===== src/rrs_top.sv =====
// Reset release sequencer: shared constants and the top-level sequencer
// Overview of operation
// - Partial power-down recovery reset enters asynchronously, with no clock relationship.
// - Watchdog core, lost-reference, low-voltage and software resets are synchronous sources.
// - Only power-on and recovery assert stretched reset; it releases 64 oscillator cycles later.
// - Every source asserts clock-generator reset; releases 32 oscillator cycles after all.
// - Every source asserts peripheral reset; releases 32 system cycles after clock-generator.
// - Every source asserts core reset; releases 32 system cycles after peripheral reset.
// - Test-access logic is held in reset by the power-on path only.
// - Delay stages assert at once and release after counting their cycles.
// - Power-on delay stages count on the free-running oscillator clock.
// - Resets may assert asynchronously; all but combined reset, which follows the synchronous sources, release on a rising system clock edge.
// - Combined reset is stretched reset OR all others; it holds all but extender and test access.
// - Combined reset release enables control register, sync generator and clock-generator extender.
// - Watchdog and software-reset logic reset releases three oscillator cycles after combined.
// - The master clock used for reset generation keeps running during every reset.
// - Clock-generator release enables clock generation and the peripheral reset extender.
// - Core reset release lets the processor run and marks startup complete.
// - Normal-rate system clocks come from the 2x master clock divided by two.
// - With master clock selected, 3x clock is disabled and 2x equals master.
// - The sequencer raises no interrupt requests.
`default_nettype none

package rrs_pkg;
   localparam int unsigned EXT_POR_CYCLES = 64;
   localparam int unsigned CLKGEN_CYCLES = 32;
   localparam int unsigned PERIP_SYS_CYCLES = 32;
   localparam int unsigned CORE_SYS_CYCLES = 32;
   localparam int unsigned SWLOGIC_CYCLES = 3;
   localparam int unsigned MON_W = 8;
   localparam logic [MON_W-1:0] MON_MAX = 8'hFF;
   localparam logic [1:0] SYNC_CLEAR = 2'h0;
   localparam logic [1:0] SYNC_SHIFT_IN = 2'h1;
   localparam logic SEL_PLL = 1'h1;
endpackage

module rrs_top
(
   // Clock and power-on reset
   input wire logic i_sys_clk,
   input wire logic i_rst_n,
   // Asynchronous reset sources
   input wire logic i_partial_powerdown_recovery,
   input wire logic i_external_pin_reset_n,
   // Synchronous reset sources
   input wire logic i_watchdog_core_reset,
   input wire logic i_watchdog_lost_reference_reset,
   input wire logic i_low_voltage_reset,
   input wire logic i_software_reset,
   // Clock synthesis side
   input wire logic i_clock_source_select,
   input wire logic i_pll_2x_tick,
   // Staged resets
   output logic o_extended_por_rst_n,
   output logic o_combined_rst_n,
   output logic o_watchdog_logic_rst_n,
   output logic o_clkgen_rst_n,
   output logic o_perip_rst_n,
   output logic o_core_rst_n,
   output logic o_test_access_rst_n,
   // Clock control and status
   output logic o_sys_clk_div,
   output logic o_clk3x_enable,
   output logic o_startup_done
);

   logic [1:0] por_sync_reg;
   logic [1:0] pin_sync_reg;
   logic [1:0] tap_sync_reg;
   logic sys_phase_reg;
   logic clk3x_en_reg;
   logic done_reg;
   logic [rrs_pkg::MON_W-1:0] por_rel_cnt_reg;
   logic [rrs_pkg::MON_W-1:0] comb_rel_cnt_reg;
   logic [rrs_pkg::MON_W-1:0] por_rel_cnt_next;
   logic [rrs_pkg::MON_W-1:0] comb_rel_cnt_next;

   // Recovery acts without any clock; its async clear is the assert path
   wire por_clear_n = i_rst_n & ~i_partial_powerdown_recovery;
   wire pin_clear_n = i_rst_n & i_external_pin_reset_n;
   wire por_synced_n = por_sync_reg[1];
   wire pin_synced_n = pin_sync_reg[1];
   wire sync_sources = i_watchdog_core_reset | i_watchdog_lost_reference_reset |
                       i_low_voltage_reset | i_software_reset;
   wire ext_por_n;
   wire combined_n = ext_por_n & pin_synced_n & ~sync_sources;
   wire swlogic_n;
   wire clkgen_n;
   wire perip_n;
   wire core_n;
   // Master selected: 2x equals master, so every edge is a 2x edge
   wire tick_2x = (i_clock_source_select == rrs_pkg::SEL_PLL) ? i_pll_2x_tick : 1'b1;
   wire sys_tick = tick_2x & sys_phase_reg;

   // Assert at once, release only after two edges of the oscillator
   always_ff @(posedge i_sys_clk or negedge por_clear_n)
   begin
      if (!por_clear_n)
         por_sync_reg <= rrs_pkg::SYNC_CLEAR;
      else
         por_sync_reg <= {por_sync_reg[0], 1'b1};
   end

   always_ff @(posedge i_sys_clk or negedge pin_clear_n)
   begin
      if (!pin_clear_n)
         pin_sync_reg <= rrs_pkg::SYNC_CLEAR;
      else
         pin_sync_reg <= {pin_sync_reg[0], 1'b1};
   end

   // Test access ignores recovery, pin, watchdog and software sources
   always_ff @(posedge i_sys_clk or negedge i_rst_n)
   begin
      if (!i_rst_n)
         tap_sync_reg <= rrs_pkg::SYNC_CLEAR;
      else
         tap_sync_reg <= {tap_sync_reg[0], 1'b1};
   end

   // Free-running master clock: no tick gating on the stretched, watchdog-logic and clock-generator stages
   rrs_delay_stage #(.COUNT(rrs_pkg::EXT_POR_CYCLES)) u_ext_por
   (
      .i_sys_clk(i_sys_clk),
      .i_rst_n(i_rst_n),
      .i_hold(~por_synced_n),
      .i_tick(1'b1),
      .o_rst_n(ext_por_n)
   );

   rrs_delay_stage #(.COUNT(rrs_pkg::SWLOGIC_CYCLES)) u_swlogic
   (
      .i_sys_clk(i_sys_clk),
      .i_rst_n(i_rst_n),
      .i_hold(~combined_n),
      .i_tick(1'b1),
      .o_rst_n(swlogic_n)
   );

   rrs_delay_stage #(.COUNT(rrs_pkg::CLKGEN_CYCLES)) u_clkgen
   (
      .i_sys_clk(i_sys_clk),
      .i_rst_n(i_rst_n),
      .i_hold(~combined_n),
      .i_tick(1'b1),
      .o_rst_n(clkgen_n)
   );

   rrs_delay_stage #(.COUNT(rrs_pkg::PERIP_SYS_CYCLES)) u_perip
   (
      .i_sys_clk(i_sys_clk),
      .i_rst_n(i_rst_n),
      .i_hold(~clkgen_n),
      .i_tick(sys_tick),
      .o_rst_n(perip_n)
   );

   rrs_delay_stage #(.COUNT(rrs_pkg::CORE_SYS_CYCLES)) u_core
   (
      .i_sys_clk(i_sys_clk),
      .i_rst_n(i_rst_n),
      .i_hold(~perip_n),
      .i_tick(sys_tick),
      .o_rst_n(core_n)
   );

   // Divider runs only once clock generation leaves reset
   always_ff @(posedge i_sys_clk or negedge i_rst_n)
   begin
      if (!i_rst_n)
         sys_phase_reg <= 1'b0;
      else if (!clkgen_n)
         sys_phase_reg <= 1'b0;
      else if (tick_2x)
         sys_phase_reg <= ~sys_phase_reg;
   end

   always_ff @(posedge i_sys_clk or negedge i_rst_n)
   begin
      if (!i_rst_n)
      begin
         clk3x_en_reg <= 1'b0;
         done_reg <= 1'b0;
      end
      else
      begin
         clk3x_en_reg <= (i_clock_source_select == rrs_pkg::SEL_PLL);
         done_reg <= core_n;
      end
   end

   // Observation counters: cycles since the power-on and combined holds released
   assign por_rel_cnt_next = !por_synced_n ? '0 :
                             (por_rel_cnt_reg == rrs_pkg::MON_MAX) ? por_rel_cnt_reg :
                             por_rel_cnt_reg + 1'b1;
   assign comb_rel_cnt_next = !combined_n ? '0 :
                              (comb_rel_cnt_reg == rrs_pkg::MON_MAX) ? comb_rel_cnt_reg :
                              comb_rel_cnt_reg + 1'b1;

   always_ff @(posedge i_sys_clk or negedge i_rst_n)
   begin
      if (!i_rst_n)
      begin
         por_rel_cnt_reg <= '0;
         comb_rel_cnt_reg <= '0;
      end
      else
      begin
         por_rel_cnt_reg <= por_rel_cnt_next;
         comb_rel_cnt_reg <= comb_rel_cnt_next;
      end
   end

   // No interrupt output exists on this block
   assign o_extended_por_rst_n = ext_por_n;
   assign o_combined_rst_n = combined_n;
   assign o_watchdog_logic_rst_n = swlogic_n;
   assign o_clkgen_rst_n = clkgen_n;
   assign o_perip_rst_n = perip_n;
   assign o_core_rst_n = core_n;
   assign o_test_access_rst_n = tap_sync_reg[1];
   assign o_sys_clk_div = sys_phase_reg;
   assign o_clk3x_enable = clk3x_en_reg;
   assign o_startup_done = done_reg;

   localparam logic [rrs_pkg::MON_W-1:0] EXT_MON = rrs_pkg::MON_W'(rrs_pkg::EXT_POR_CYCLES);
   localparam logic [rrs_pkg::MON_W-1:0] CG_MON = rrs_pkg::MON_W'(rrs_pkg::CLKGEN_CYCLES);
   localparam logic [rrs_pkg::MON_W-1:0] SW_MON = rrs_pkg::MON_W'(rrs_pkg::SWLOGIC_CYCLES);
endmodule

`default_nettype wire

===== src/rrs_delay_stage.sv =====
// Reset delay stage: asserts at once, releases after a count of ticks
`default_nettype none

module rrs_delay_stage
#(
   parameter int unsigned COUNT = 32,
   parameter int unsigned CW = $clog2(COUNT + 1)
)
(
   // Clock and reset
   input wire logic i_sys_clk,
   input wire logic i_rst_n,
   // Stage input and time base
   input wire logic i_hold,
   input wire logic i_tick,
   // Stage output
   output logic o_rst_n
);

   localparam logic [CW-1:0] LAST = CW'(COUNT - 1);

   logic [CW-1:0] cnt_reg;
   logic released_reg;

   wire counting = !released_reg && i_tick;
   wire count_done = counting && (cnt_reg == LAST);

   // Release lands on a clock edge; assertion needs no edge at all
   always_ff @(posedge i_sys_clk or negedge i_rst_n)
   begin
      if (!i_rst_n)
      begin
         cnt_reg <= '0;
         released_reg <= 1'b0;
      end
      else if (i_hold)
      begin
         cnt_reg <= '0;
         released_reg <= 1'b0;
      end
      else if (count_done)
         released_reg <= 1'b1;
      else if (counting)
         cnt_reg <= cnt_reg + 1'b1;
   end

   // Combinational term so a hold shows without waiting for an edge
   assign o_rst_n = released_reg & ~i_hold;
endmodule

`default_nettype wire


===== config.mk =====
export PLATFORM = sky130hd
export DESIGN_NAME = rrs_top
export DESIGN_NICKNAME = d
export VERILOG_FILES = /design/src/rrs_top.sv /design/src/rrs_delay_stage.sv
export SDC_FILE = /design/constraint.sdc
export NUM_CORES = 1
export LEC_CHECK = 0
export ABC_CLOCK_PERIOD_IN_PS = 3400
export BUFFER_PORTS_ARGS = -buffer_cell sky130_fd_sc_hd__buf_2
export CAP_MARGIN = 20
export CORE_MARGIN = 2
export CORE_UTILIZATION = 65
export CTS_BUF_LIST = sky130_fd_sc_hd__clkbuf_8
export CTS_CLUSTER_SIZE = 12
export DETAILED_ROUTE_END_ITERATION = 12
export MAX_ROUTING_LAYER = met4
export PLACE_DENSITY = 0.87
export SLEW_MARGIN = 10
export SYNTH_ARGS = -nofsm -noshare
export SYNTH_HDL_FRONTEND = slang
export SYNTH_SLANG_ARGS = --single-unit

===== constraint.sdc =====
create_clock -name i_sys_clk -period 3.4 [get_ports i_sys_clk]
set_input_delay 0.34 -clock i_sys_clk [delete_from_list [all_inputs] [get_ports i_sys_clk]]
set_output_delay 0.34 -clock i_sys_clk [all_outputs]
set_load 0.01 [all_outputs]

# Word-level counts from Yosys, hierarchy flattened
# Index checks and enable logic that the tools add are counted.
# totals
reg_bits	41
input_bits	10
output_inout_bits	10
elab_cells	103
# op_classes
n_addsub	5
eq_ne	21
n_mux	28
bitwise_logic	16
n_reduce_logical	17
# op_table
operator	count
$mux 6	9
$mux 7	3
$add 6x1->6 const B	3
$eq 6x5->1 const B	3
$ne 2x1->1 const B	8
$ne 2x2->1 const B	8
$mux 1	13
$and 1x1->1	10
$reduce_and 2->1	5
$add 7x1->7 const B	1
$eq 7x6->1 const B	1
$logic_and 1x1->1	7
$mux 2	3
$logic_not 1->1	5
$not 1->1	3
$or 1x1->1	3
$add 2x1->2 const B	1
$eq 2x2->1 const B	1

# Longest topological paths before layout
# Gate-level depths: netlist of run 1.
# logic_depth
ltp_word	9
mapped_depth	6
mapped_depth_nobuf	5

# Hierarchy
# From an unflattened synthesis of run 1, not the netlist that was laid out.
# unflattened
hier_cells	209
area_unflattened_um2	2297.2
# by_module_without_submodules
mod	instances	cells_each	area_each_um2	seq_area_each_um2
rrs_delay_stage at u_clkgen ...	3	43	466.7	175.2
rrs_delay_stage at u_ext_por	1	42	426.7	200.2
rrs_top	1	23	309.0	225.2
rrs_delay_stage at u_swlogic	1	15	161.4	75.1

# Least setup slack after synthesis of run 1
# OpenSTA, ideal clock, no wires.
# synth_timing
kind	reg-to-output
from	register por_sync_reg[1]
to	output port o_core_rst_n
arrival_ns	1.455
required_time_ns	3.060
path_slack_ns	1.605
path_stages_with_launch	7
n_path_buf	1
cell_sequence	dfrtp_1 -> nand4b_1 -> or4_1 -> buf_6 -> clkinv_8 -> nand3_4 -> nor2_1
# synth_via
elab_chain_cells	6
# synth_rtl
element	line_no	rtl
from (decl)	rrs_top.sv:67	logic [1:0] por_sync_reg;
from (signal assigned)	rrs_top.sv:99	por_sync_reg <= rrs_pkg::SYNC_CLEAR;
from (signal assigned)	rrs_top.sv:101	por_sync_reg <= {por_sync_reg[0], 1'b1};
$and 1x1->1	rrs_delay_stage.sv:48	assign o_rst_n = released_reg & ~i_hold;
$and 1x1->1 (2 in series)	rrs_top.sv:86	wire combined_n = ext_por_n & pin_synced_n & ~sync_sources;
named net o_combined_rst_n	rrs_top.sv:55	output logic o_combined_rst_n,
$and 1x1->1 (3 in series)	rrs_delay_stage.sv:48	
to (decl)	rrs_top.sv:59	output logic o_core_rst_n,
# The timed path passes the listed nets, and every way through them passes these cells.

# Worst setup path in the final report of run 1
# layout_timing
from	register por_sync_reg[1]
to	output port o_core_rst_n
# layout_via
elab_chain_cells	6
# layout_rtl
element	line_no
$and 1x1->1	rrs_delay_stage.sv:48
$and 1x1->1 (2 in series)	rrs_top.sv:86
$and 1x1->1 (3 in series)	rrs_delay_stage.sv:48
# Every way passes these cells.

==> results of run 1 <==
==> worst paths after layout <==
| kind | startpoint | endpoint | slack (ps) | depth (start not counted) |
|---|---|---|---|---|
| worst max-delay path | por_sync_reg[1]$_DFF_PN0_ | o_core_rst_n | 910 | 6 |
| worst max register to register | u_perip.cnt_reg[0]$_DFFE_PN0P_ | u_perip.cnt_reg[2]$_DFFE_PN0P_ | 1540 | 4 |
| max in group asynchronous | i_rst_n | por_sync_reg[0]$_DFF_PN0_ | 2610 | 2 |
| worst min-delay path | i_rst_n | u_clkgen.cnt_reg[5]$_DFFE_PN0P_ | 130 | 1 |
| min in group i_sys_clk | i_clock_source_select | o_clk3x_enable$_DFF_PN0_ | 170 | 1 |
| worst min register to register | por_sync_reg[0]$_DFF_PN0_ | por_sync_reg[1]$_DFF_PN0_ | 360 | 0 |
==> cell families after synthesis <==
| logic type | count (synthesis) |
|---|---|
| compound gates | 37 |
| simple gates | 90 |
| fa+ha+maj | 5 |
| mux | 4 |
| other cells | 1 |
| flops | 41 |
| buf+inv | 12 |
| xor+xnor | 3 |
==> cells in the mapped netlist (2+ instances only) <==
| cell | count |
|---|---|
| dfrtp_1 | 41 |
| nor2_1 | 18 |
| nand2_1 | 14 |
| a21oi_1 | 13 |
| nand3_1 | 12 |
| o21ai_0 | 12 |
| inv_1 | 9 |
| or3_1 | 9 |
| nor3_1 | 6 |
| ha_1 | 5 |
| nor2b_1 | 5 |
| a31oi_1 | 4 |
| mux2i_1 | 4 |
| and2_1 | 3 |
| and3_1 | 3 |
| nor3_2 | 3 |
| xnor2_1 | 3 |
| nand2b_1 | 2 |
| nor4_1 | 2 |
| o31ai_1 | 2 |
| or4_1 | 2 |
==> metal layers <==
metal  up-vias  routed length [µm]  track usage
met4         0                  72        0.110
met3        12                 152       0.0703
met5         -                   0            -
li1        751                   -            -
met1       759                1690        0.325
met2        42                1970        0.448
==> power groups by stage <==
stage	combinational, mW	sequential (mW)	clock (mW)
after global routing	0.0353	0.500	0.395
after global placement	0.0272	0.508	0
final	0.0300	0.499	0.377
after floorplan	0.0101	0.508	0
after CTS	0.0308	0.499	0.383
after detailed placement	0.0278	0.509	0
==> metrics by stage <==
step | cells | setup slack [ps] | utilization | hold WS (ps)
global route | 252 | 764 | 0.787 | 167
finish | 252 | 913 | 0.787 | 126
detailed placement | 243 | 1200 | 0.743 | 248
CTS | 252 | 914 | 0.787 | 167
floorplan | 195 | 1600 | - | 44.4
global placement | 243 | 1280 | 0.743 | 238
==> layout make-up <==
class	count	area share
Tap cell	31	0.0176
Sequential cell	41	0.465
Clock buffer	5	0.0312
Clock inverter	2	0.0159
Timing Repair Buffer	21	0.0521
Inverter	10	0.0227
Multi-Input combinational cell	142	0.396
==> what timing repair did <==
action,CTS,global route
endpoints found under the setup margin,0,0
hold buffers,2,0
endpoints found under the hold margin,4,0
==> worst max-delay path: cells and delay by family, from the launching register on <==
kind                   cells  cell delay, ps
DFF                        1             470
buffers and inverters      2             300
and+or+nand+nor            4            1080
==> reports/metrics.yaml, run 1 <==
port-buffer-count: 19
synth_enable_flop_cells: 0
synth-adder-area-share: 0.0319
switchingPower_mw: 0.188
synth_top_family_by_area: "simple AND/OR/NAND/NOR gates"
synth_area_leaders: "dfrtp_1, nor2_1, a21oi_1"
worstPathRequired_ps: 3060
path_clk_slew_ps: 80
grt_pass1_wl_mm: 6.89
synth_warnings: 0
max_stage_delay_ps: 640
synth-main-ff-cell: "dfrtp_1"
largest_register_ff_count: 7
via_count: 1564
h-tree-depth: 2
ys_ff_latch: 41
worstHoldPathType: "input pin to async pin"
run_status: "finished with violations"
hold_viol: 0
worstPathArrival_ps: 2150
async_reset_ff_frac: 1.00
totalWireLength_mm: 3.89
fillerInstances: 196
synth_area_leader_cell: "dfrtp_1"
grt_overflow_total: 0
p_sw_frac: 0.208
finalCritPeriodShare: 0.731
most-common-layout-cells: "dfrtp_1, buf_2, nor2_1"
syn2layout_area_growth_pct: 12.8
layout_min_cycle_time_ps: 2490
cts_resized: 0
crit_path_top_delay_cell: "or4_1"
multi_input_area_um2: 875
drt-initial-drc-count: 87
relSlewSlack: 0.460
path_max_fanout: 9
path_class: "flip-flop to output pin"
root_buffer: "clkbuf_8"
dp_hpwl_mm: 2.60
placed_cell_area_mm2: 0.00208
die_w_um: 58.9
die_area_mm2: 0.00347
diodes: 0
grt_use_total: 0.274
rsz0062_at_grt: "false"
netlist.area_leader.share: 0.524
drt-wirelength-per-cell_um: 15.4
gp_congestion: 0.902
grt_max_degree: 40
via_per_inst: 6.21
p_comb_frac: 0.033
p_int_mw: 0.719
avgSynthCellArea_um2: 10.1
critPathCaptureType: "output pin"
first_pass_iters: 8
finalSetupViolCount: 0
clock_path_buffers: 2
muxShareOfSynthArea: 0.0204
worst_slew_pin_slew_ps: 810
ios: 20
crit_chain: "nand4b_1 -> or4_1 -> clkinv_8 -> nand3_4 -> nor2_1 -> buf_2"
drc: 2
synth_compound_area_frac: 0.116
ys_seq_area_frac: 0.524
num_rows: 19
fin_skew_ps: 8.98
fmaxAchievable_mhz: 402
nNetsFinal: 236
layout-drive-gt1-share: 0.149
start_util: 0.698
synthCells: 193
fin_area_mm2: 0.00221
yosys.area_share.simple: 0.259
drv_cap: 0
tritoncts: "yes"
cts_setup_buffers: 0
synthXorXnorAreaFrac: 0.0134
violations: "design-rule violations"
coreArea_mm2: 0.00281
cts.sinks: 41
netlist_area_mm2: 0.00196
clk_latency_ps: 290
sequentialPowerShare: 0.551
ir_drop_mv: 0.320
layout_commonest_cell: "dfrtp_1"
power_density_mw_per_mm2: 411
maxSlewViolCount: 0
antenna_found_initial: 0
synth_cell_types: 42
p_leak_nw: 0.997
die_h_um: 58.9
grt_pass1_vias: 1594
drtAntennaViolNets: 0
total_power_mw: 0.907
p_clk_frac: 0.416
numCtsBuffers: 5
cp-start-kind: "flip-flop"
tns_ps: 0
seqCellArea_mm2: 0.00103
(Power assumes the default switching activity.)
==> inputs of run 2 (changes only) <==
ABC_CLOCK_PERIOD_IN_PS = 2100   (was 3400)
CORE_UTILIZATION = 54   (was 65)
PLACE_DENSITY = 0.77   (was 0.87)
clock period = 2.1 ns   (was 3.4 ns; I/O delays follow)
==> run 2 against run 1 <==
- the run now ends clean
- cell count is 9.1% higher
- non-clock buffer count is 7 higher
- clock skew is 1.5 ps lower
- sequential cell count stayed put
- sequential share of layout area is 1.7 points lower
- combinational power is 92% higher
- final area is 4.1% higher
- worst setup slack worse by 810 ps
- worst hold slack worse by 76 ps
- clock-buffer cell count stayed put
- critical path depth stayed put
- critical endpoint unchanged
==> reports/metrics.yaml, run 2 (synthesized netlist as in run 1, its figures left out) <==
path_class: "flip-flop to output pin"
grt_pass1_wl_mm: 6.63
worst_slew_pin_slew_ps: 723
h-tree-depth: 2
diodes: 0
placed_cell_area_mm2: 0.00213
startpoint: "u_ext_por.released_reg$_DFFE_PN0P_"
coreArea_mm2: 0.00342
drc: 0
syn2layout_area_growth_pct: 17.4
first_pass_iters: 4
port-buffer-count: 19
layout_min_cycle_time_ps: 2000
wl_met1_mm: 1.64
p_leak_nw: 1.03
gp_congestion: 0.917
power_density_mw_per_mm2: 649
dp_hpwl_mm: 2.83
via_count: 1571
path_max_fanout: 9
layout-drive-gt1-share: 0.188
cts.sinks: 41
layout_commonest_cell: "dfrtp_1"
via_per_inst: 5.71
grt_use_total: 0.210
fin_area_mm2: 0.00230
grt_max_degree: 20
fmaxAchievable_mhz: 500
critPathCaptureType: "output pin"
numCtsBuffers: 5
die_w_um: 64.2
most-common-layout-cells: "dfrtp_1, buf_2, nor2_1"
finalCritPeriodShare: 0.952
route.met2.wl_mm: 1.98
r2r-start: "u_perip.cnt_reg[1]$_DFFE_PN0P_"
num_rows: 21
finalSetupViolCount: 0
cp-start-kind: "flip-flop"
fin_skew_ps: 7.47
worstPathArrival_ps: 1790
path_clk_slew_ps: 80
hold_viol: 0
start_util: 0.573
ir_drop_mv: 0.418
nNetsFinal: 243
run_status: "finished, final reports clean"
die_area_mm2: 0.00412
ios: 20
worstHoldPathType: "input pin to flip-flop"
grt_pass1_vias: 1566
antenna_found_initial: 0
ff2ff_path_depth: 4
drv_cap: 0
clk_latency_ps: 290
reg2reg_slack_ps: 300
fin_util: 0.673
tritoncts: "yes"
maxSlewViolCount: 0
die_h_um: 64.2
fillerInstances: 273
r2r-end: "u_perip.cnt_reg[2]$_DFFE_PN0P_"
drt-initial-drc-count: 101
maxUsedRoutingLayer: "met4"
relSlewSlack: 0.517
drtAntennaViolNets: 0
largest_register_ff_count: 7
grt_overflow_total: 0
worstPathRequired_ps: 1890
setup.worst_path.end: "o_core_rst_n"
clock_path_buffers: 2
dr_wl_met3_um: 144
root_buffer: "clkbuf_8"
totalWireLength_mm: 3.84
drt-wirelength-per-cell_um: 14.0
[run 2: metrics by stage]
| stage | power [mW] | setup WS [ps] | cells | setup TNS [ps] | hold WS (ps) |
|---|---|---|---|---|---|
| after global routing | 1.54 | -6.91 | 275 | -6.91 | 43.2 |
| after global placement | 0.871 | 290 | 261 | 0 | 105 |
| final | 1.49 | 101 | 275 | 0 | 49.5 |
| after detailed placement | 0.874 | 259 | 261 | 0 | 113 |
| after floorplan | 0.839 | 435 | 195 | 0 | -85.6 |
| after CTS | 1.50 | 17.7 | 272 | 0 | 40.8 |
[run 2: where the power goes]
group	internal (mW)	leakage (nW)	switching (mW)
logic	0.0236	0.421	0.0340
clock network	0.352	0.0595	0.275
registers	0.800	0.554	0.00750
total	1.18	1.03	0.317
[run 2: worst min-delay path by stage]
stage | slack (ps) | cells past startpoint | endpoint | startpoint
floorplan | -90 | 0 | o_clk3x_enable$_DFF_PN0_ | i_rst_n
global placement | 100 | 2 | pin_sync_reg[0]$_DFF_PN0_ | i_external_pin_reset_n
detailed placement | 110 | 2 | pin_sync_reg[0]$_DFF_PN0_ | i_external_pin_reset_n
CTS | 40 | 1 | o_clk3x_enable$_DFF_PN0_ | i_clock_source_select
global route | 40 | 1 | o_clk3x_enable$_DFF_PN0_ | i_clock_source_select
finish | 50 | 1 | o_clk3x_enable$_DFF_PN0_ | i_clock_source_select
[run 2: final cells by class]
cell class	count	area, µm²	share of cell area
Timing Repair Buffer	28	170	0.0740
Clock buffer	5	68.8	0.0299
Sequential cell	41	1030	0.447
Multi-Input combinational cell	142	881	0.383
Tap cell	46	57.6	0.0250
Inverter	10	50.0	0.0218
Clock inverter	3	42.5	0.0185
[run 2: layer usage]
| metal | up-vias | global-route usage |
|---|---|---|
| met5 | - | - |
| met4 | 0 | 0.0771 |
| met3 | 10 | 0.0581 |
| met2 | 33 | 0.362 |
| met1 | 769 | 0.234 |
| li1 | 759 | - |
[run 2: timing repair]
action	in CTS	in global routing
hold buffers	3	0
endpoints found under the hold margin	20	0
endpoints found under the setup margin	1	1
buffers inserted	0	3
gates resized for setup	1	3
cloned	0	0
[run 2: critical path, stage by stage, from the launching register on]
cell and delay, ps:
dfrtp_2 430, nand4b_1 100, or4_4 470, clkinv_8 80, nand3_4 140, nor2_2 130, buf_2 140
